===== src/logic/dpcp_defs.vh =====
// constants shared by the configuration port and its eeprom loader
`ifndef DPCP_DEFS_VH
`define DPCP_DEFS_VH

// timing
`define DPCP_CLK_HZ     20000000
`define DPCP_SCL_HZ     100000
`define DPCP_QTR_CYC    (`DPCP_CLK_HZ / (`DPCP_SCL_HZ * 4))
`define DPCP_QTR_W      6
`define DPCP_BOOT_WAIT  4'hf

// register file
`define DPCP_NREG       16
`define DPCP_RA_W       4
`define DPCP_REG_RST    8'h00
`define DPCP_IRQ_FIRST  4'hc

// two-wire addressing
`define DPCP_SLV_BASE   5'h0c
`define DPCP_EE_ADDR    7'h50
`define DPCP_EE_START   8'h00
`define DPCP_RD_BIT     1'b1
`define DPCP_WR_BIT     1'b0
`define DPCP_FIRST_DATA 5'h03
`define DPCP_LAST_DATA  5'h12

// synchroniser bit positions
`define DPCP_P_SDA      0
`define DPCP_P_SCL      1
`define DPCP_P_DIN      2
`define DPCP_P_SEL      3
`define DPCP_P_MODE     4
`define DPCP_P_WP       5

`endif


===== src/logic/dpcp_eeprom_loader.v =====
// two-wire master that copies the register image out of an external eeprom
`timescale 1ns/1ns
`include "dpcp_defs.vh"

module dpcp_eeprom_loader (
    input  wire                  clk,
    input  wire                  rstn,
    input  wire                  start,
    input  wire                  sda_in,
    output reg                   scl_oe_n,
    output reg                   sda_oe_n,
    output reg                   busy,
    output reg                   done,
    output reg                   error,
    output reg                   wr_en,
    output reg  [`DPCP_RA_W-1:0] wr_addr,
    output reg  [7:0]            wr_data
);
    localparam S_IDLE  = 5'h01;
    localparam S_START = 5'h02;
    localparam S_BIT   = 5'h04;
    localparam S_STOP  = 5'h08;
    localparam S_END   = 5'h10;
    localparam integer           QTR_FULL = `DPCP_QTR_CYC - 1;
    localparam [`DPCP_QTR_W-1:0] QTR_LAST = QTR_FULL[`DPCP_QTR_W-1:0];

    reg [4:0]             state;
    reg [`DPCP_QTR_W-1:0] qcnt;
    reg [1:0]             ph;
    reg [3:0]             bitn;
    reg [4:0]             step;
    reg [7:0]             shreg;

    wire tick    = busy && (qcnt == QTR_LAST);
    wire reading = (step >= `DPCP_FIRST_DATA);
    wire last    = (step == `DPCP_LAST_DATA);
    wire [4:0] data_idx = step - `DPCP_FIRST_DATA;

    // byte sent for each step of the load sequence
    function [7:0] tx_byte;
        input [4:0] s;
        begin
            case (s)
                5'h00:   tx_byte = {`DPCP_EE_ADDR, `DPCP_WR_BIT};
                5'h01:   tx_byte = `DPCP_EE_START;
                5'h02:   tx_byte = {`DPCP_EE_ADDR, `DPCP_RD_BIT};
                default: tx_byte = 8'hff;
            endcase
        end
    endfunction

    // quarter bit divider
    always @(posedge clk or negedge rstn)
    begin
        if (!rstn)
            qcnt <= {`DPCP_QTR_W{1'b0}};
        else if (!busy || tick)
            qcnt <= {`DPCP_QTR_W{1'b0}};
        else
            qcnt <= qcnt + 1'b1;
    end

    // start, byte, ack and stop sequencing
    always @(posedge clk or negedge rstn)
    begin
        if (!rstn)
        begin
            state    <= S_IDLE;
            ph       <= 2'h0;
            bitn     <= 4'h0;
            step     <= 5'h00;
            shreg    <= 8'hff;
            scl_oe_n <= 1'b1;
            sda_oe_n <= 1'b1;
            busy     <= 1'b0;
            done     <= 1'b0;
            error    <= 1'b0;
            wr_en    <= 1'b0;
            wr_addr  <= {`DPCP_RA_W{1'b0}};
            wr_data  <= 8'h00;
        end
        else
        begin
            wr_en <= 1'b0;
            if (state == S_IDLE)
            begin
                if (start)
                begin
                    state <= S_START;
                    busy  <= 1'b1;
                    ph    <= 2'h0;
                    step  <= 5'h00;
                end
            end
            else if (tick)
            begin
                ph <= ph + 1'b1;
                case (state)
                    S_START:
                        case (ph)
                            2'h0: sda_oe_n <= 1'b1;
                            2'h1: scl_oe_n <= 1'b1;
                            2'h2: sda_oe_n <= 1'b0;
                            default:
                            begin
                                scl_oe_n <= 1'b0;
                                state    <= S_BIT;
                                bitn     <= 4'h0;
                                shreg    <= tx_byte(step);
                            end
                        endcase
                    S_BIT:
                        case (ph)
                            2'h0:
                                if (bitn[3])
                                    sda_oe_n <= !(reading && !last); // ack every read byte but the last
                                else
                                    sda_oe_n <= reading | shreg[7];
                            2'h1: scl_oe_n <= 1'b1;
                            2'h2:
                                if (!bitn[3])
                                    shreg <= {shreg[6:0], sda_in};
                                else if (!reading && sda_in)
                                    error <= 1'b1;           // eeprom did not answer
                            default:
                            begin
                                scl_oe_n <= 1'b0;
                                if (!bitn[3])
                                    bitn <= bitn + 1'b1;
                                else
                                begin
                                    bitn <= 4'h0;
                                    if (reading)
                                    begin
                                        wr_en   <= 1'b1;
                                        wr_addr <= data_idx[`DPCP_RA_W-1:0];
                                        wr_data <= shreg;
                                    end
                                    if (error || last)
                                        state <= S_STOP;
                                    else if (step == 5'h01)
                                    begin
                                        step  <= step + 1'b1;
                                        state <= S_START;       // repeated start for the read
                                    end
                                    else
                                    begin
                                        step  <= step + 1'b1;
                                        shreg <= tx_byte(step + 1'b1);
                                    end
                                end
                            end
                        endcase
                    S_STOP:
                        case (ph)
                            2'h0: sda_oe_n <= 1'b0;
                            2'h1: scl_oe_n <= 1'b1;
                            2'h2: sda_oe_n <= 1'b1;
                            default: state <= S_END;
                        endcase
                    default:
                    begin
                        state <= S_IDLE;
                        busy  <= 1'b0;
                        done  <= 1'b1;
                    end
                endcase
            end
        end
    end
endmodule


===== src/logic/dpcp_config_port.v =====
// dual protocol register programming port with eeprom boot load
`timescale 1ns/1ns
`include "dpcp_defs.vh"

// Behaviour
// - select low two-wire slave, high four-wire
// - low shared pin: address bit or select
// - second shared pin: address bit or data
// - data pin: two-wire data or read out
// - clock pin: two-wire clock or input only
// - master loads registers from external eeprom
// - no eeprom load in four-wire mode
// - protected writes change only interrupt registers
// - reset returns registers and machines to defaults
module dpcp_config_port (
    input  wire                  clk,
    input  wire                  rstn,
    input  wire                  port_protocol_select,
    input  wire                  shared_sel_pin,
    input  wire                  shared_din_pin,
    input  wire                  write_protect_n,
    input  wire                  serial_clock_line_in,
    output reg                   serial_clock_line_out,
    output reg                   serial_clock_line_oe_n,
    input  wire                  twowire_data_line_in,
    output reg                   twowire_data_line_out,
    output reg                   twowire_data_line_oe_n,
    input  wire [`DPCP_RA_W-1:0] cfg_rd_addr,
    output reg  [7:0]            cfg_rd_data,
    output reg                   spi_mode_active,
    output reg                   load_busy,
    output reg                   load_done,
    output reg                   load_error
);
    localparam SL_IDLE = 5'h01;
    localparam SL_RX   = 5'h02;
    localparam SL_ACK  = 5'h04;
    localparam SL_TX   = 5'h08;
    localparam SL_MACK = 5'h10;

    reg  [7:0]            regs [0:`DPCP_NREG-1];
    reg  [5:0]            sync1;
    reg  [5:0]            sync2;
    reg  [5:0]            sync3;
    reg  [3:0]            boot_cnt;
    reg                   boot_done;
    reg                   ld_start;
    reg  [4:0]            slv_state;
    reg  [3:0]            bitcnt;
    reg  [1:0]            byte_idx;
    reg                   rw;
    reg  [7:0]            ptr;
    reg  [7:0]            shreg;
    reg  [7:0]            txsh;
    reg                   slv_oe_n;
    reg                   slv_out;
    reg                   slv_we;
    reg  [7:0]            slv_wa;
    reg  [7:0]            slv_wd;
    wire                  ld_scl_oe_n;
    wire                  ld_sda_oe_n;
    wire                  ld_busy;
    wire                  ld_done;
    wire                  ld_error;
    wire                  ld_we;
    wire [`DPCP_RA_W-1:0] ld_wa;
    wire [7:0]            ld_wd;
    integer               i;

    // settled copies of the pins
    wire spi    = sync2[`DPCP_P_MODE];
    wire sda    = sync2[`DPCP_P_SDA];
    wire din    = sync2[`DPCP_P_DIN];
    wire sel    = sync2[`DPCP_P_SEL];
    wire wp_n   = sync2[`DPCP_P_WP];
    wire c_rise = sync2[`DPCP_P_SCL] & ~sync3[`DPCP_P_SCL];
    wire c_fall = ~sync2[`DPCP_P_SCL] & sync3[`DPCP_P_SCL];
    wire c_high = sync2[`DPCP_P_SCL] & sync3[`DPCP_P_SCL];
    wire i_start = c_high & sync3[`DPCP_P_SDA] & ~sda;
    wire i_stop  = c_high & ~sync3[`DPCP_P_SDA] & sda;
    wire [7:0] rx_byte = {shreg[6:0], din};
    wire [7:0] rd_byte = (ptr[7:`DPCP_RA_W] == 4'h0) ? regs[ptr[`DPCP_RA_W-1:0]] : 8'h00;
    wire slv_run = boot_done & ~ld_busy;

    // a port write lands only on a mapped register the protect pin allows
    function wr_allowed;
        input [7:0] a;
        input       wpn;
        begin
            wr_allowed = (a[7:`DPCP_RA_W] == 4'h0) &&
                         (wpn || (a[`DPCP_RA_W-1:0] >= `DPCP_IRQ_FIRST));
        end
    endfunction

    // two flip-flop synchronisers plus an edge history stage
    always @(posedge clk or negedge rstn)
    begin
        if (!rstn)
        begin
            sync1 <= 6'h00;
            sync2 <= 6'h00;
            sync3 <= 6'h00;
        end
        else
        begin
            sync1 <= {write_protect_n, port_protocol_select, shared_sel_pin,
                      shared_din_pin, serial_clock_line_in, twowire_data_line_in};
            sync2 <= sync1;
            sync3 <= sync2;
        end
    end

    // boot: wait for the pins to settle, then load only in two-wire mode
    always @(posedge clk or negedge rstn)
    begin
        if (!rstn)
        begin
            boot_cnt  <= 4'h0;
            boot_done <= 1'b0;
            ld_start  <= 1'b0;
        end
        else
        begin
            ld_start <= 1'b0;
            if (!boot_done)
            begin
                boot_cnt <= boot_cnt + 1'b1;
                if (boot_cnt == `DPCP_BOOT_WAIT)
                begin
                    boot_done <= 1'b1;
                    ld_start  <= ~spi;
                end
            end
        end
    end

    dpcp_eeprom_loader u_loader (
        .clk      (clk),
        .rstn     (rstn),
        .start    (ld_start),
        .sda_in   (sda),
        .scl_oe_n (ld_scl_oe_n),
        .sda_oe_n (ld_sda_oe_n),
        .busy     (ld_busy),
        .done     (ld_done),
        .error    (ld_error),
        .wr_en    (ld_we),
        .wr_addr  (ld_wa),
        .wr_data  (ld_wd)
    );

    // serial slave for both protocols; mode is assumed static
    always @(posedge clk or negedge rstn)
    begin
        if (!rstn)
        begin
            slv_state <= SL_IDLE;
            bitcnt    <= 4'h0;
            byte_idx  <= 2'h0;
            rw        <= 1'b0;
            ptr       <= 8'h00;
            shreg     <= 8'h00;
            txsh      <= 8'h00;
            slv_oe_n  <= 1'b1;
            slv_out   <= 1'b0;
            slv_we    <= 1'b0;
            slv_wa    <= 8'h00;
            slv_wd    <= 8'h00;
        end
        else
        begin
            slv_we <= 1'b0;
            if (!slv_run)
            begin
                slv_state <= SL_IDLE;
                slv_oe_n  <= 1'b1;
            end
            else if (spi)
            begin
                slv_oe_n <= sel;
                if (sel)
                begin
                    bitcnt   <= 4'h0;
                    byte_idx <= 2'h0;
                end
                else if (c_rise)
                begin
                    shreg  <= rx_byte;
                    bitcnt <= bitcnt + 1'b1;
                    if (bitcnt == 4'h7)
                    begin
                        bitcnt <= 4'h0;
                        if (byte_idx == 2'h0)
                        begin
                            byte_idx <= 2'h1;
                            rw       <= rx_byte[7];
                            ptr      <= {1'b0, rx_byte[6:0]};
                        end
                        else if (!rw)
                        begin
                            slv_we <= wr_allowed(ptr, wp_n);
                            slv_wa <= ptr;
                            slv_wd <= rx_byte;
                            ptr    <= ptr + 1'b1;
                        end
                    end
                end
                else if (c_fall && rw && byte_idx != 2'h0)
                begin
                    if (bitcnt == 4'h0)
                    begin
                        slv_out <= rd_byte[7];
                        txsh    <= {rd_byte[6:0], 1'b0};
                        ptr     <= ptr + 1'b1;
                    end
                    else
                    begin
                        slv_out <= txsh[7];
                        txsh    <= {txsh[6:0], 1'b0};
                    end
                end
            end
            else if (i_start)
            begin
                slv_state <= SL_RX;
                bitcnt    <= 4'h0;
                byte_idx  <= 2'h0;
                slv_oe_n  <= 1'b1;
                slv_out   <= 1'b0;
            end
            else if (i_stop)
            begin
                slv_state <= SL_IDLE;
                slv_oe_n  <= 1'b1;
            end
            else
            begin
                case (slv_state)
                    SL_RX:
                        if (c_rise)
                        begin
                            shreg  <= {shreg[6:0], sda};
                            bitcnt <= bitcnt + 1'b1;
                        end
                        else if (c_fall && bitcnt == 4'h8)
                        begin
                            bitcnt    <= 4'h0;
                            slv_state <= SL_ACK;
                            slv_oe_n  <= 1'b0;
                            if (byte_idx == 2'h0)
                            begin
                                rw <= shreg[0];
                                if (shreg[7:1] != {`DPCP_SLV_BASE, din, sel})
                                begin
                                    slv_state <= SL_IDLE;
                                    slv_oe_n  <= 1'b1;
                                end
                            end
                            else if (byte_idx == 2'h1)
                                ptr <= shreg;
                            else
                            begin
                                slv_we <= wr_allowed(ptr, wp_n);
                                slv_wa <= ptr;
                                slv_wd <= shreg;
                                ptr    <= ptr + 1'b1;
                            end
                        end
                    SL_ACK, SL_MACK:
                        if (c_rise && slv_state == SL_MACK && sda)
                            slv_state <= SL_IDLE;           // master ended the read
                        else if (c_fall && rw && byte_idx == 2'h0 || c_fall && slv_state == SL_MACK)
                        begin
                            slv_state <= SL_TX;
                            slv_oe_n  <= rd_byte[7];
                            shreg     <= rd_byte;
                            ptr       <= ptr + 1'b1;
                            bitcnt    <= 4'h1;
                            byte_idx  <= 2'h1;
                        end
                        else if (c_fall)
                        begin
                            slv_state <= SL_RX;
                            slv_oe_n  <= 1'b1;
                            byte_idx  <= (byte_idx == 2'h0) ? 2'h1 : 2'h2;
                        end
                    SL_TX:
                        if (c_fall)
                        begin
                            if (bitcnt == 4'h8)
                            begin
                                slv_state <= SL_MACK;
                                slv_oe_n  <= 1'b1;
                            end
                            else
                            begin
                                slv_oe_n <= shreg[6];
                                shreg    <= {shreg[6:0], 1'b0};
                                bitcnt   <= bitcnt + 1'b1;
                            end
                        end
                    default:
                        slv_oe_n <= 1'b1;
                endcase
            end
        end
    end

    // register file; eeprom load has priority over the port
    always @(posedge clk or negedge rstn)
    begin
        if (!rstn)
        begin
            for (i = 0; i < `DPCP_NREG; i = i + 1)
                regs[i] <= `DPCP_REG_RST;
        end
        else if (ld_we)
            regs[ld_wa] <= ld_wd;
        else if (slv_we)
            regs[slv_wa[`DPCP_RA_W-1:0]] <= slv_wd;
    end

    // registered pin drive and status
    always @(posedge clk or negedge rstn)
    begin
        if (!rstn)
        begin
            serial_clock_line_out  <= 1'b0;
            serial_clock_line_oe_n <= 1'b1;
            twowire_data_line_out  <= 1'b0;
            twowire_data_line_oe_n <= 1'b1;
            cfg_rd_data            <= `DPCP_REG_RST;
            spi_mode_active        <= 1'b0;
            load_busy              <= 1'b0;
            load_done              <= 1'b0;
            load_error             <= 1'b0;
        end
        else
        begin
            serial_clock_line_out  <= 1'b0;
            serial_clock_line_oe_n <= spi | ld_scl_oe_n;
            twowire_data_line_out  <= spi & slv_out;
            twowire_data_line_oe_n <= ld_busy ? ld_sda_oe_n : slv_oe_n;
            cfg_rd_data            <= regs[cfg_rd_addr];
            spi_mode_active        <= spi;
            load_busy              <= ld_busy;
            load_done              <= ld_done;
            load_error             <= ld_error;
        end
    end
endmodule


===== config.mk =====
export PLATFORM = sky130hd
export DESIGN_NAME = dpcp_config_port
export DESIGN_NICKNAME = d
export VERILOG_FILES = /design/src/logic/dpcp_eeprom_loader.v /design/src/logic/dpcp_config_port.v
export VERILOG_INCLUDE_DIRS = /design/src /design/src/logic
export SDC_FILE = /design/constraint.sdc
export NUM_CORES = 1
export LEC_CHECK = 0
export BUFFER_PORTS_ARGS = -buffer_cell sky130_fd_sc_hd__buf_2
export CAP_MARGIN = 0
export CORE_ASPECT_RATIO = 2
export CORE_MARGIN = 2
export CORE_UTILIZATION = 45
export CTS_BUF_LIST = sky130_fd_sc_hd__clkbuf_16
export CTS_CLUSTER_SIZE = 40
export DETAILED_ROUTE_END_ITERATION = 16
export HOLD_SLACK_MARGIN = 0.06
export SLEW_MARGIN = 10
export SYNTH_ARGS = -nofsm -noshare
export SYNTH_HDL_FRONTEND = slang
export SYNTH_SLANG_ARGS = --single-unit

===== constraint.sdc =====
create_clock -name clk -period 3.4 [get_ports clk]
set_clock_uncertainty 0.05 [all_clocks]
set_input_delay 0.68 -clock clk [delete_from_list [all_inputs] [get_ports clk]]
set_output_delay 0.68 -clock clk [all_outputs]
set_load 0.05 [all_outputs]

**After elaboration in Yosys (flattened, before gate mapping)**

Index checks and enable logic that the tools add are counted.

- Bits in registers: 262
- Input bits: 12
- Output and inout bits: 16

- Equality and inequality tests: 86
- Bitwise gates (word level): 27
- Add/subtract/negate cells: 8
- Reduce and logical (&&, ||, !) cells: 70
- Multiplexer cells: 211
- Order comparisons: 8

Operators with widths:

| kind | count |
|---|---|
| 2-to-1 mux 8 bit | 52 |
| bitwise mux 128 bit | 2 |
| 2-to-1 mux 128 bit | 2 |
| 2-to-1 mux 5 bit | 27 |
| 2-to-1 mux 4 bit | 28 |
| case mux 8 bit (3 select lines) | 3 |
| binary-select mux 8 bit (select 4 bit) | 2 |
| demux 8 bit (select 4 bit) | 2 |
| 2-to-1 mux 1 bit | 62 |
| case mux 8 bit (2 select lines) | 3 |
| inequality test 3 bit, second input constant | 12 |
| 2-to-1 mux 2 bit | 15 |
| case mux 5 bit (3 select lines) | 2 |
| inequality test 2 bit, second input constant | 14 |
| inequality test 5 bit, second input constant | 5 |
| AND reduction 5 bit | 5 |
| inequality test 6 bit, second input constant | 4 |
| AND reduction 6 bit | 4 |
| inequality test 3 x 2 -> 1 bit, second input constant | 7 |
| equality test 5 x 2 -> 1 bit, second input constant | 4 |
| >= comparator 5 bit, second input constant | 4 |
| inverter 4 -> 5 bit | 4 |
| nonzero test 2 bit | 10 |
| inequality test 3 x 1 -> 1 bit, second input constant | 6 |
| other kinds (54) | 131 |

**Logic depth before layout (Yosys ltp)**

Gate-level depths: netlist (run 1).

- Depth in word-level cells: 12
- Depth in mapped cells: 9
- Depth with buffers taken out: 8

**By module**

From an unflattened synthesis (run 1), not the netlist that was laid out.

- Cells, all modules: 1511
- Area total of the unflattened synthesis: 15481.1 µm²

Modules (own cells, without submodules):

| module | instances | cells each | seq. area each (µm²) | area each (µm²) |
|---|---|---|---|---|
| dpcp_config_port | 1 | 1239 | 5335.1 | 12624.6 |
| dpcp_eeprom_loader | 1 | 272 | 1214.9 | 2856.5 |

**Worst setup path before layout (run 1)**

No wires, ideal clock.

- Kind: input to register
- Start point: input cfg_rd_addr[0]
- End point: register cfg_rd_data[0]
- Required time: 3.212 ns
- Setup time: 0.138 ns
- Stages on the path: 4
- Arrival time: 2.446 ns
- Slack: 0.766 ns
- Buffers on the path: 2
- Cells stage by stage: clkbuf_1 > buf_1 > mux4_2 > mux4_2

- Cells in the longest elaborated chain, start to end: 4

Ends and longest elaborated chain:

| element | line | source |
|---|---|---|
| start, declared | dpcp_config_port.v:28 | `` input wire [`DPCP_RA_W-1:0] cfg_rd_addr, `` |
| inverter 4 -> 5 bit (implied by the code) | dpcp_config_port.v:344 | `cfg_rd_data <= regs[cfg_rd_addr];` |
| binary-select mux 8 bit (select 4 bit) | dpcp_config_port.v:344 |  |
| 2-to-1 mux 8 bit (implied by the code) (2 in a row) | dpcp_config_port.v:344 |  |
| end signal, assigned | dpcp_config_port.v:332 | `` cfg_rd_data <= `DPCP_REG_RST; `` |
| end signal, assigned | dpcp_config_port.v:344 |  |
| end, declared | dpcp_config_port.v:29 | `output reg [7:0] cfg_rd_data,` |

Every way passes these cells. The select of a mux whose other input is x is not followed.
A chain may end at the register's enable or synchronous reset.

**Final worst setup path (run 1)**

- Start point: register ptr[2]
- End point: register txsh[3]

- Cells in the longest elaborated chain, start to end: 6

Ends and longest elaborated chain:

| element | line | source |
|---|---|---|
| start, declared | dpcp_config_port.v:52 | `reg [7:0] ptr;` |
| start signal, assigned | dpcp_config_port.v:197 | `ptr <= {1'b0, rx_byte[6:0]};` |
| start signal, assigned | dpcp_config_port.v:204 | `ptr <= ptr + 1'b1;` |
| start signal, assigned | dpcp_config_port.v:214 | `ptr <= ptr + 1'b1;` |
| inverter 4 -> 5 bit | dpcp_config_port.v:82 | `` wire [7:0] rd_byte = (ptr[7:`DPCP_RA_W] == 4'h0) ? regs[ptr[`DPCP_RA_W-1:0]] : 8'h00; `` |
| binary-select mux 8 bit (select 4 bit) | dpcp_config_port.v:82 |  |
| 2-to-1 mux 8 bit (3 in a row) | dpcp_config_port.v:82 |  |
| 2-to-1 mux 8 bit | dpcp_config_port.v:210 | `if (bitcnt == 4'h0)` |
| end signal, assigned | dpcp_config_port.v:213 | `txsh <= {rd_byte[6:0], 1'b0};` |
| end signal, assigned | dpcp_config_port.v:219 | `txsh <= {txsh[6:0], 1'b0};` |
| end, declared | dpcp_config_port.v:54 | `reg [7:0] txsh;` |

Every way passes these cells. The select of a mux whose other input is x is not followed.

==> results by group, run 1 <==
STA
  • Pins Over Slew Limit: 0
  • Final hold vios: 0
  • Fmax: 345.4 MHz
  • Period utilization: 0.8516
  • Final setup fails: 0
  • Fin crit period: 2.895 ns
  • Rel. slew slack: 0.2056
  • Slew of the pin with the lowest slew margin: 1.192 ns
  • RSZ-0062 raised after global routing: no
  • Final TNS setup: 0 ns

Pwr
  • Power share of the combinational group: 0.194
  • Cell internal pwr: 5.499 mW
  • PD cells: 480.6 mW/mm^2
  • Leak: 6.808 nW
  • Sw power: 2.514 mW
  • Sequential power share: 0.447
  • Clock network fraction of design power: 0.359
  • VDD IR max: 0.4148 mV
  • Tot Pwr: 8.013 mW
  • Sw Share: 0.3138

Detailed routing
  • Starting DRC count in detailed routing: 967
  • Via count: 12360
  • Via/cell ratio: 6.363
  • WL final: 51780 um
  • Wirelength per Cell: 26.65 um
  • DRC: 0
  • Drt pass-1 iters: 5
  • Routed Antenna Nets: 0

Worst setup path
  • Maximum fanout along the worst path: 23
  • Most used cell along the critical path: a21oi_1
  • Crit-path slowest cell: dfrtp_1
  • Critical path launch point type: register
  • Peak per-stage delay on the critical path: 1.13 ns
  • WS Path Type: register to register
  • Worst Path Arrival: 3.28 ns
  • Worst-path cell chain: mux4_2, mux2i_1, mux2_2, nor2_1, a21oi_1, a21oi_1
  • CP Capture Type: register
  • Req. time, crit path: 3.78 ns

Place
  • I/O Buffers: 26
  • Post-DP HPWL: 38710 um
  • RePlAce Congestion: 0.9708

Floorplanning
  • Die Ht: 263.2 um
  • Starting Density: 0.4527
  • Num rows: 95
  • IO Pins: 28
  • Core ar.: 0.03340 mm^2
  • Die Width: 133.6 um
  • DIE AREA: 0.03517 mm^2

Clocking
  • Num CTS Buffers: 25
  • Skew-Pair Late Insertion Delay: 0.55 ns
  • Clk root buf: clkbuf_16
  • TritonCTS clock tree: built
  • # clock sinks: 261
  • Htree depth: 1
  • Clk pin slew, worst setup/hold paths: 0.07 ns
  • Resize count post-CTS: 0
  • Maximum clock path buffer count: 3

Logic synthesis
  • Post-synth EDFFs: 0
  • Dominant cells by area after synthesis: dfrtp_1 (41%), mux4_2 (11%), o22a_1 (7.0%)
  • Syn_area_per_cell: 10.19 um^2
  • Sequential fraction of the synthesis area: 0.4332
  • Synth Register Bits: 261
  • Syn_nets: 1512
  • Share of the synthesized area in the top cell type: 0.4071
  • Syn Inst Count: 1484
  • Area leader, netlist: dfrtp_1
  • Synthesized area: 0.01512 mm^2
  • Async set-or-reset flop fraction in the synthesized netlist: 1.000
  • Synth warn: 0
  • Unique cell type count in the Yosys netlist: 81
  • Prevailing post-synth register cell: dfrtp_1

Run
  • Max-cap violations: 0

Final layout
  • Diodes inserted: 0
  • Synthesis-to-layout area growth: 10.25%
  • Fraction of layout cells with a size suffix above 1: 0.1825
  • Nets@finish: 1517

Global routing
  • Tot GR Track Use: 0.2984
  • Largest net degree at the start of global routing: 68
  • First-pass GRT wire length: 78200 um
  • Initial antenna violation count: 0
  • Vias in the first global route: 12690
  • Grt total ovfl: 0

Outcome
  • Outcome: finished, final reports clean

Worst hold path
  • Worst min-delay path category: primary input to register
-- critical path: cells and delay by family (launching register included) --
family / cells / cell delay (ns)
muxes: 3 / 1.30
DFF: 1 / 1.13
AOI/OAI and AO/OA: 2 / 0.21
and+or+nand+nor: 1 / 0.06
-- power by group through the flow --
stage,logic [mW],clock network (mW),registers [mW]
global placement,1.54,0,3.63
finish,1.55,2.88,3.58
detailed placement,1.55,0,3.64
global route,1.68,3.05,3.61
floorplan,1.24,0,3.45
CTS,1.55,2.94,3.58
-- cell usage in the layout, fill, tap and decap left out, drive strengths merged, types with 7 or more instances in the layout --
master | synthesis | layout
nand2 | 208 | 208
o31ai | 10 | 10
or3 | 9 | 9
nor2 | 78 | 78
o22a | 121 | 121
mux4 | 72 | 72
clkbuf | 91 | 25
a31oi | 13 | 13
nand2b | 22 | 22
mux2 | 54 | 54
nand4 | 8 | 8
nor2b | 15 | 15
a22oi | 14 | 14
inv | 41 | 44
a32oi | 12 | 12
clkinv | 0 | 10
a21oi | 56 | 56
a21o | 8 | 8
mux2i | 30 | 30
dfrtp | 246 | 246
or2 | 7 | 7
ha | 16 | 16
dfstp | 15 | 15
nor3 | 17 | 17
buf | 20 | 88
nand3 | 33 | 33
and3 | 8 | 8
o21ai | 164 | 164
xnor2 | 15 | 15
-- metal layers --
layer | wire length, um | part of all wire | track usage
met1 | 16750 | 0.32 | 0.2930
met2 | 27140 | 0.52 | 0.5329
met3 | 2212 | 0.043 | 0.03967
met4 | 5675 | 0.11 | 0.2729
met5 | 0 | 0 | 0
-- final timing paths --
| kind | start | end | slack, ns | depth (start not counted) |
|---|---|---|---|---|
| min in group asynchronous | rstn | regs[57]$_DFFE_PN0P_ | 0.62 | 2 |
| min reg2reg | sync1[2]$_DFF_PN0_ | sync2[2]$_DFF_PN0_ | 0.30 | 0 |
| max in group asynchronous | rstn | slv_state[0]$_DFFE_PN1P_ | 1.85 | 3 |
| max | ptr[2]$_DFFE_PN0P_ | txsh[3]$_DFFE_PN0P_ | 0.50 | 6 |
| min | port_protocol_select | sync1[4]$_DFF_PN0_ | 0.18 | 1 |
| max reg2reg | ptr[2]$_DFFE_PN0P_ | txsh[3]$_DFFE_PN0P_ | 0.50 | 6 |
-- synthesized netlist by cell type (9+ instances only) --
master,n
nor3_1,15
inv_1,41
a31oi_1,13
a21oi_1,56
nand2_1,208
nor2b_1,15
mux4_2,72
mux2_2,36
nor2_1,78
xnor2_1,15
a22oi_1,14
or3_1,9
o21ai_1,43
nand2b_1,22
mux2_1,18
mux2i_1,30
o31ai_1,10
nand3_1,33
o22a_1,121
ha_1,16
dfrtp_1,246
a32oi_1,12
o21ai_0,120
dfstp_2,15
clkbuf_1,91
-- final cells by class --
cell class | instances | area, um^2
Clock buffer | 25 | 625.6
Inverter | 41 | 153.9
Fill cell | 3126 | 16730
Multi-Input combinational cell | 1071 | 7946
Sequential cell | 261 | 6551
Tap cell | 436 | 545.5
Clock inverter | 20 | 182.7
Timing Repair Buffer | 89 | 665.6
-- cells by family after synthesis --
family | Yosys count | synth area share
AO/OA/AOI/OAI | 436 | 0.1950
XOR/XNOR | 19 | 0.01101
adder cells (fa/ha/maj) | 16 | 0.01324
buffers and inverters | 152 | 0.04129
flip-flops | 261 | 0.4332
multiplexers | 156 | 0.1673
other | 1 | 0.0002480
AND/OR/NAND/NOR | 443 | 0.1387
-- timing repair --
action                    CTS  global route
hold endpoints to repair   13             0
hold buffers                1             0
setup buffers               0             0
-- registers in the layout, summed over array words and instances, names as in the netlist, 4 cells and up --
signal,cells
u_loader.shreg,8
slv_wd,8
u_loader.state,5
cfg_rd_data,8
u_loader.bitn,4
slv_state,5
sync1,6
boot_cnt,4
slv_wa,4
u_loader.qcnt,6
ptr,8
shreg,8
regs,128
u_loader.step,5
txsh,7
u_loader.wr_data,8
u_loader.wr_addr,4
bitcnt,4
sync2,6
-- through the flow --
stage                     worst slack, ns  hold WS, ns  instance area [um^2]  instances    util
after CTS                          0.6477       0.1652                 16670       1943  0.4991
after detailed placement           0.6510       0.2858                 15850       1897  0.4746
after global placement             0.6788       0.2821                 15850       1897  0.4746
after global routing               0.4523       0.1705                 16670       1943  0.4991
final                              0.5046       0.1839                 16670       1943  0.4991
after floorplan                    0.7657       0.2812                 15120       1484       -
No activity file was read; power rests on OpenSTA's default activity.
==> inputs of run 2 (changes only) <==
--- a/config.mk
+++ b/config.mk
@@ -6,6 +6,7 @@
 export SDC_FILE = /design/constraint.sdc
 export NUM_CORES = 1
 export LEC_CHECK = 0
+export ABC_AREA = 1
 export BUFFER_PORTS_ARGS = -buffer_cell sky130_fd_sc_hd__buf_2
 export CAP_MARGIN = 0
 export CORE_ASPECT_RATIO = 2
==> results by group, run 2 <==
Logic synthesis
  • Synthesized area: 0.01568 mm^2 (+3.7%)
  • Dominant cells by area after synthesis: dfrtp_1 (39%), nand2_1 (12%), o21ai_0 (7.6%)
  • Async set-or-reset flop fraction in the synthesized netlist: 1.000 (unchanged)
  • Post-synth EDFFs: 0 (unchanged)
  • Synth warn: 0 (unchanged)
  • Syn_nets: 2141 (+42%)
  • Syn Inst Count: 2113 (+42%)
  • Post-synth top cells: nand2_1 (499), dfrtp_1 (246), o21ai_0 (237), inv_1 (236), o22ai_1 (125)
  • Syn_area_per_cell: 7.418 um^2 (-27%)
  • Unique cell type count in the Yosys netlist: 54 (-33%)
  • Prevailing post-synth register cell: dfrtp_1
  • Cell with the most instances after synthesis: nand2_1
  • Sequential fraction of the synthesis area: 0.4179 (-0.01532)
  • Synth Register Bits: 261 (unchanged)
  • Area leader, netlist: dfrtp_1
  • Share of the synthesized area in the top cell type: 0.3927 (-0.01440)

Final layout
  • Nets@finish: 2128 (+40%)
  • Diodes inserted: 0 (unchanged)
  • Synthesis-to-layout area growth: 8.748%
  • Reg with most FFs: regs
  • Most frequent cells in the layout: nand2_1 (499), inv_1 (245), dfrtp_1 (245), o21ai_0 (237), o22ai_1 (125)
  • Layout Cells excl Fill: 2559 (+32%)
  • Largest register FFs: 128 (unchanged)
  • Commonest non-fill, non-tap cell in the layout: nand2_1
  • Fraction of layout cells with a size suffix above 1: 0.1081 (-0.07436)

Detailed routing
  • Via/cell ratio: 5.882 (-7.6%)
  • Wirelength per Cell: 22.96 um (-14%)
  • Drt pass-1 iters: 5 (unchanged)
  • WL final: 58760 um (+13%)
  • Via count: 15050 (+22%)
  • Routed Antenna Nets: 0 (unchanged)
  • DRC: 0 (unchanged)
  • Starting DRC count in detailed routing: 993 (+2.7%)

Worst setup path
  • Maximum fanout along the worst path: 23 (unchanged)
  • Req. time, crit path: 3.82 ns (+0.04 ns)
  • Critical path launch point type: register
  • WS Path Type: register to register
  • CP Capture Type: register
  • Worst Path Arrival: 2.80 ns (-0.48 ns)
  • FF-to-FF setup slack: 1.02 ns (+0.52 ns)

STA
  • Pins Over Slew Limit: 0 (unchanged)
  • Fin crit period: 2.379 ns (-0.5163 ns)
  • Final TNS setup: 0 ns (unchanged)
  • Period utilization: 0.6997 (-0.1519)
  • Slew of the pin with the lowest slew margin: 1.133 ns (-0.05862 ns)
  • Rel. slew slack: 0.2429 (+0.03725)
  • Fmax: 420.3 MHz (+22%)
  • Final hold vios: 0 (unchanged)
  • RSZ-0062 raised after global routing: no
  • Final setup fails: 0 (unchanged)

Clocking
  • TritonCTS clock tree: built
  • # hold bufs at CTS: 1 (unchanged)
  • Clk root buf: clkbuf_16
  • Num CTS Buffers: 27 (+8.0%)
  • Maximum clock path buffer count: 3 (unchanged)
  • Resize count post-CTS: 0 (unchanged)
  • # clock sinks: 261 (unchanged)
  • Post-CTS Setup Repair Bufs: 0 (unchanged)
  • Clk pin slew, worst setup/hold paths: 0.07 ns (about the same)
  • Skew-Pair Late Insertion Delay: 0.58 ns (+0.03 ns)
  • Htree depth: 1 (unchanged)

Run
  • Max-cap violations: 0 (unchanged)

Worst hold path
  • Worst min-delay path category: primary input to register

Global routing
  • Busiest grt layer: met2
  • First-pass GRT wire length: 89800 um (+15%)
  • Tot GR Track Use: 0.3309 (+0.03255)
  • Initial antenna violation count: 0 (unchanged)
  • Vias in the first global route: 15240 (+20%)
  • Largest net degree at the start of global routing: 78 (+15%)
  • Global Route met1 Usage: 0.3269 (+0.03387)
  • Grt total ovfl: 0 (unchanged)
  • GR met2 Demand/Resource: 0.5745 (+0.04165)
  • Met3 GRT Util: 0.04905 (+0.009379)

Floorplanning
  • Core ar.: 0.03435 mm^2 (+2.9%)
  • Die Ht: 267.9 um (+1.8%)
  • Die Width: 136.0 um (+1.8%)
  • DIE AREA: 0.03643 mm^2 (+3.6%)
  • Starting Density: 0.4563 (+0.003587)
  • IO Pins: 28 (unchanged)
  • Num rows: 96 (+1.1%)

Place
  • Inst Count DP: 2511 (+32%)
  • Post-DP HPWL: 42350 um (+9.4%)
  • RePlAce Congestion: 0.9885 (+1.8%)
  • I/O Buffers: 26 (unchanged)

Pwr
  • Leak: 7.728 nW (+14%)
  • VDD IR max: 0.4510 mV (+8.7%)
  • PD cells: 608.5 mW/mm^2 (+27%)

Outcome
  • Outcome: finished, final reports clean
run 2: cell types whose count changed in the layout (fill, tap and decap cells not counted), moves of 86 or more:
cell | previous run | this run
inv_1 | 43 | 245
nand2_1 | 208 | 499
nand3_1 | 33 | 119
o21ai_0 | 120 | 237
o22a_1 | 121 | 0
o22ai_1 | 2 | 125
run 2: cells by family (layout without fill, tap and decap cells):
group	after synthesis	after routing	synth area share
fa+ha+maj	16	16	0.01277
mux	35	35	0.02514
xor+xnor	15	15	0.008381
other cells	1	1	0.0002392
compound gates	608	608	0.2214
flops	261	261	0.4179
buf+inv	370	375	0.09363
simple gates	807	807	0.2205
run 2: area by class of cell:
| type | count | area (um^2) |
|---|---|---|
| Clock inverter | 20 | 151.4 |
| Fill cell | 3542 | 17310 |
| Clock buffer | 27 | 675.6 |
| Multi-Input combinational cell | 1482 | 7657 |
| Tap cell | 441 | 551.8 |
| Sequential cell | 261 | 6551 |
| Timing Repair Buffer | 57 | 440.4 |
| Inverter | 271 | 1018 |
run 2: critical path, cell delays in order, from the launching register on:
cell and delay [ns]:
dfrtp_2 0.54, inv_2 0.42, buf_4 0.31, nand2_1 0.07, nand3_1 0.07, nand3_1 0.20, nand3_1 0.16, nand2_1 0.17
a21oi_1 0.19, o21ai_1 0.07
run 2: power breakdown:
| part | switching [mW] | internal [mW] | total (mW) |
|---|---|---|---|
| Clock | 1.35 | 1.59 | 2.94 |
| Sequential | 0.315 | 3.36 | 3.68 |
| Combinational | 2.74 | 1.02 | 3.75 |
run 2: through the flow:
step	setup slack (ns)	hold slack, ns	util	area [um^2]	power (mW)
CTS	1.018	0.1413	0.4962	17050	10.33
finish	1.021	0.1602	0.4962	17050	10.37
floorplan	1.561	0.2812	-	15680	6.101
detailed placement	0.8293	0.2847	0.4718	16210	7.388
global placement	0.8499	0.2835	0.4718	16210	7.360
global route	0.8039	0.1431	0.4962	17050	10.90
run 2: worst paths after layout:
path / endpoint / cells past startpoint / startpoint
worst max-delay path: slv_out$_DFFE_PN0P_ / 9 / ptr[0]$_DFFE_PN0P_
worst min-delay path: sync1[4]$_DFF_PN0_ / 1 / port_protocol_select
worst max register to register: slv_out$_DFFE_PN0P_ / 9 / ptr[0]$_DFFE_PN0P_
worst min register to register: sync2[0]$_DFF_PN0_ / 0 / sync1[0]$_DFF_PN0_
max in group asynchronous: slv_oe_n$_DFFE_PN1P_ / 3 / rstn
min in group asynchronous: regs[20]$_DFFE_PN0P_ / 2 / rstn
run 2: per-layer routing:
| layer | wire (um) | up-vias |
|---|---|---|
| met5 | 0 | - |
| met4 | 7314 | 0 |
| met3 | 3034 | 311 |
| met2 | 29030 | 607 |
| met1 | 19380 | 7090 |
| li1 | - | 7044 |
==> inputs of run 3 (changes only) <==
==> constraint.sdc (replaced) <==
create_clock -name clk -period 2.1 [get_ports clk]
set_clock_uncertainty 0.05 [all_clocks]
set_input_delay 0.42 -clock clk [delete_from_list [all_inputs] [get_ports clk]]
set_output_delay 0.42 -clock clk [all_outputs]
set_load 0.05 [all_outputs]
==> results by group, run 3 (synthesized netlist as in run 2, its figures left out) <==
Worst setup path
  • Worst Path Arrival: 2.47 ns (-0.33 ns)
  • Maximum fanout along the worst path: 27 (+17%)
  • Req. time, crit path: 2.54 ns (-1.28 ns)
  • CP Capture Type: register
  • Critical path launch point type: register
  • WS Path Type: register to register

Final layout
  • Fraction of layout cells with a size suffix above 1: 0.1566 (+0.04845)
  • Synthesis-to-layout area growth: 16.83%
  • Post-route cell area: 0.01831 mm^2 (+7.4%)
  • Most frequent cells in the layout: nand2_1 (496), dfrtp_1 (243), inv_1 (240), o21ai_0 (232), o22ai_1 (125)
  • Largest register FFs: 128 (unchanged)
  • Layout Utilization: 0.5331 (+0.03686)
  • Commonest non-fill, non-tap cell in the layout: nand2_1
  • Diodes inserted: 0 (unchanged)
  • Reg with most FFs: regs
  • Nets@finish: 2237 (+5.1%)
  • Layout Cells excl Fill: 2670 (+4.3%)

STA
  • Pins Over Slew Limit: 0 (unchanged)
  • Slew of the pin with the lowest slew margin: 0.5270 ns (-0.6059 ns)
  • Fmax: 492.1 MHz (+17%)
  • Hold_ws: 0.1798 ns (+0.01959 ns)
  • Final hold vios: 0 (unchanged)
  • Final worst-path setup slack: 0.06776 ns (-0.9532 ns)
  • Rel. slew slack: 0.6473 (+0.4044)
  • Fin crit period: 2.032 ns (-0.3468 ns)
  • Period utilization: 0.9677 (+0.2680)
  • Final setup fails: 0 (unchanged)

Detailed routing
  • WL final: 60380 um (+2.8%)
  • Drt pass-1 iters: 5 (unchanged)
  • Wirelength per Cell: 22.61 um (-1.5%)
  • DRC: 0 (unchanged)
  • Routed Antenna Nets: 0 (unchanged)
  • Starting DRC count in detailed routing: 1187 (+20%)
  • Via/cell ratio: 5.831 (-0.87%)
  • Via count: 15570 (+3.4%)

Clocking
  • Htree depth: 1 (unchanged)
  • TritonCTS clock tree: built
  • # clock sinks: 261 (unchanged)
  • Skew-Pair Late Insertion Delay: 0.57 ns (about the same)
  • Num CTS Buffers: 26 (-3.7%)
  • Clk root buf: clkbuf_16
  • Maximum clock path buffer count: 3 (unchanged)
  • Clk pin slew, worst setup/hold paths: 0.07 ns (about the same)

Floorplanning
  • IO Pins: 28 (unchanged)
  • Die Width: 136.0 um (unchanged)
  • Num rows: 96 (unchanged)
  • Starting Density: 0.4563 (unchanged)
  • Die Ht: 267.9 um (unchanged)
  • Core ar.: 0.03435 mm^2 (unchanged)
  • DIE AREA: 0.03643 mm^2 (unchanged)

Global routing
  • Largest net degree at the start of global routing: 54 (-31%)
  • Initial antenna violation count: 0 (unchanged)
  • First-pass GRT wire length: 91380 um (+1.8%)
  • Grt total ovfl: 0 (unchanged)
  • Vias in the first global route: 15720 (+3.1%)
  • Tot GR Track Use: 0.3378 (+0.006895)

Worst hold path
  • Worst min-delay path category: primary input to register

Place
  • Place WS: -0.04414 ns (-0.8735 ns)
  • Inst Count DP: 2610 (+3.9%)
  • I/O Buffers: 26 (unchanged)
  • RePlAce Congestion: 1.027 (+3.9%)
  • Post-DP HPWL: 43730 um (+3.3%)
  • Area post-placement: 0.01728 mm^2 (+6.6%)

Pwr
  • PD cells: 984.2 mW/mm^2 (+62%)
  • VDD IR max: 0.7385 mV (+64%)
  • Leak: 8.390 nW (+8.6%)

Run
  • Max-cap violations: 0 (unchanged)

Outcome
  • Outcome: finished, final reports clean
## run 3: metal layers
metal | track usage | up-vias | share of wire
li1 | - | 7263 | -
met5 | 0 | - | 0
met2 | 0.5966 | 674 | 0.51
met1 | 0.3337 | 7309 | 0.33
met3 | 0.03754 | 322 | 0.047
met4 | 0.3300 | 0 | 0.12
## run 3: area by class of cell
class / count / area [um^2]
Clock inverter: 21 / 205.2
Clock buffer: 27 / 675.6
Multi-Input combinational cell: 1482 / 7684
Sequential cell: 261 / 6554
Tap cell: 441 / 551.8
Timing Repair Buffer: 167 / 1624
Fill cell: 3464 / 16040
Inverter: 271 / 1018
## run 3: what timing repair did
item	4_1_cts	5_1_grt
gates resized for setup	1	15
endpoints found under the hold margin	46	0
setup endpoints to repair	1	40
buffers inserted	0	4
pin swaps	0	3
gates cloned	0	1
hold buffers	7	0
## run 3: power by group
part	total (mW)	internal (mW)	switching, mW
sequential	5.88	5.45	0.435
combinational	7.14	2.28	4.86
clock	5.00	2.82	2.18
total	18.0	10.5	7.48
## run 3: metrics by stage
stage               total power, mW  setup TNS (ns)
CTS                           17.76               0
floorplan                     9.878               0
detailed placement            12.70        -0.04719
global route                  18.82       -0.001902
finish                        18.02               0
global placement              12.67        -0.07066
## run 3: worst paths after layout
kind                               startpoint                  endpoint  slack (ns)  cells after the start
min                            cfg_rd_addr[3]  cfg_rd_data[0]$_DFF_PN0_        0.18                      3
min reg2reg                sync1[2]$_DFF_PN0_        sync2[2]$_DFF_PN0_        0.30                      0
max in group asynchronous                rstn      slv_oe_n$_DFFE_PN1P_        1.00                      3
min in group asynchronous                rstn       regs[8]$_DFFE_PN0P_        0.32                      2
max reg2reg                ptr[0]$_DFFE_PN0P_       txsh[1]$_DFFE_PN0P_        0.07                     11
max                        ptr[0]$_DFFE_PN0P_       txsh[1]$_DFFE_PN0P_        0.07                     11
## run 3: worst max-delay path: stages, from the launching register on
cell     delay (ns)
dfrtp_2        0.45
inv_2          0.07
buf_12         0.16
nand2_1        0.08
nand3_1        0.07
nand2_1        0.27
nand2_1        0.09
nand2_1        0.09
inv_1          0.07
nand2_1        0.11
nand3_1        0.22
o21ai_1        0.20
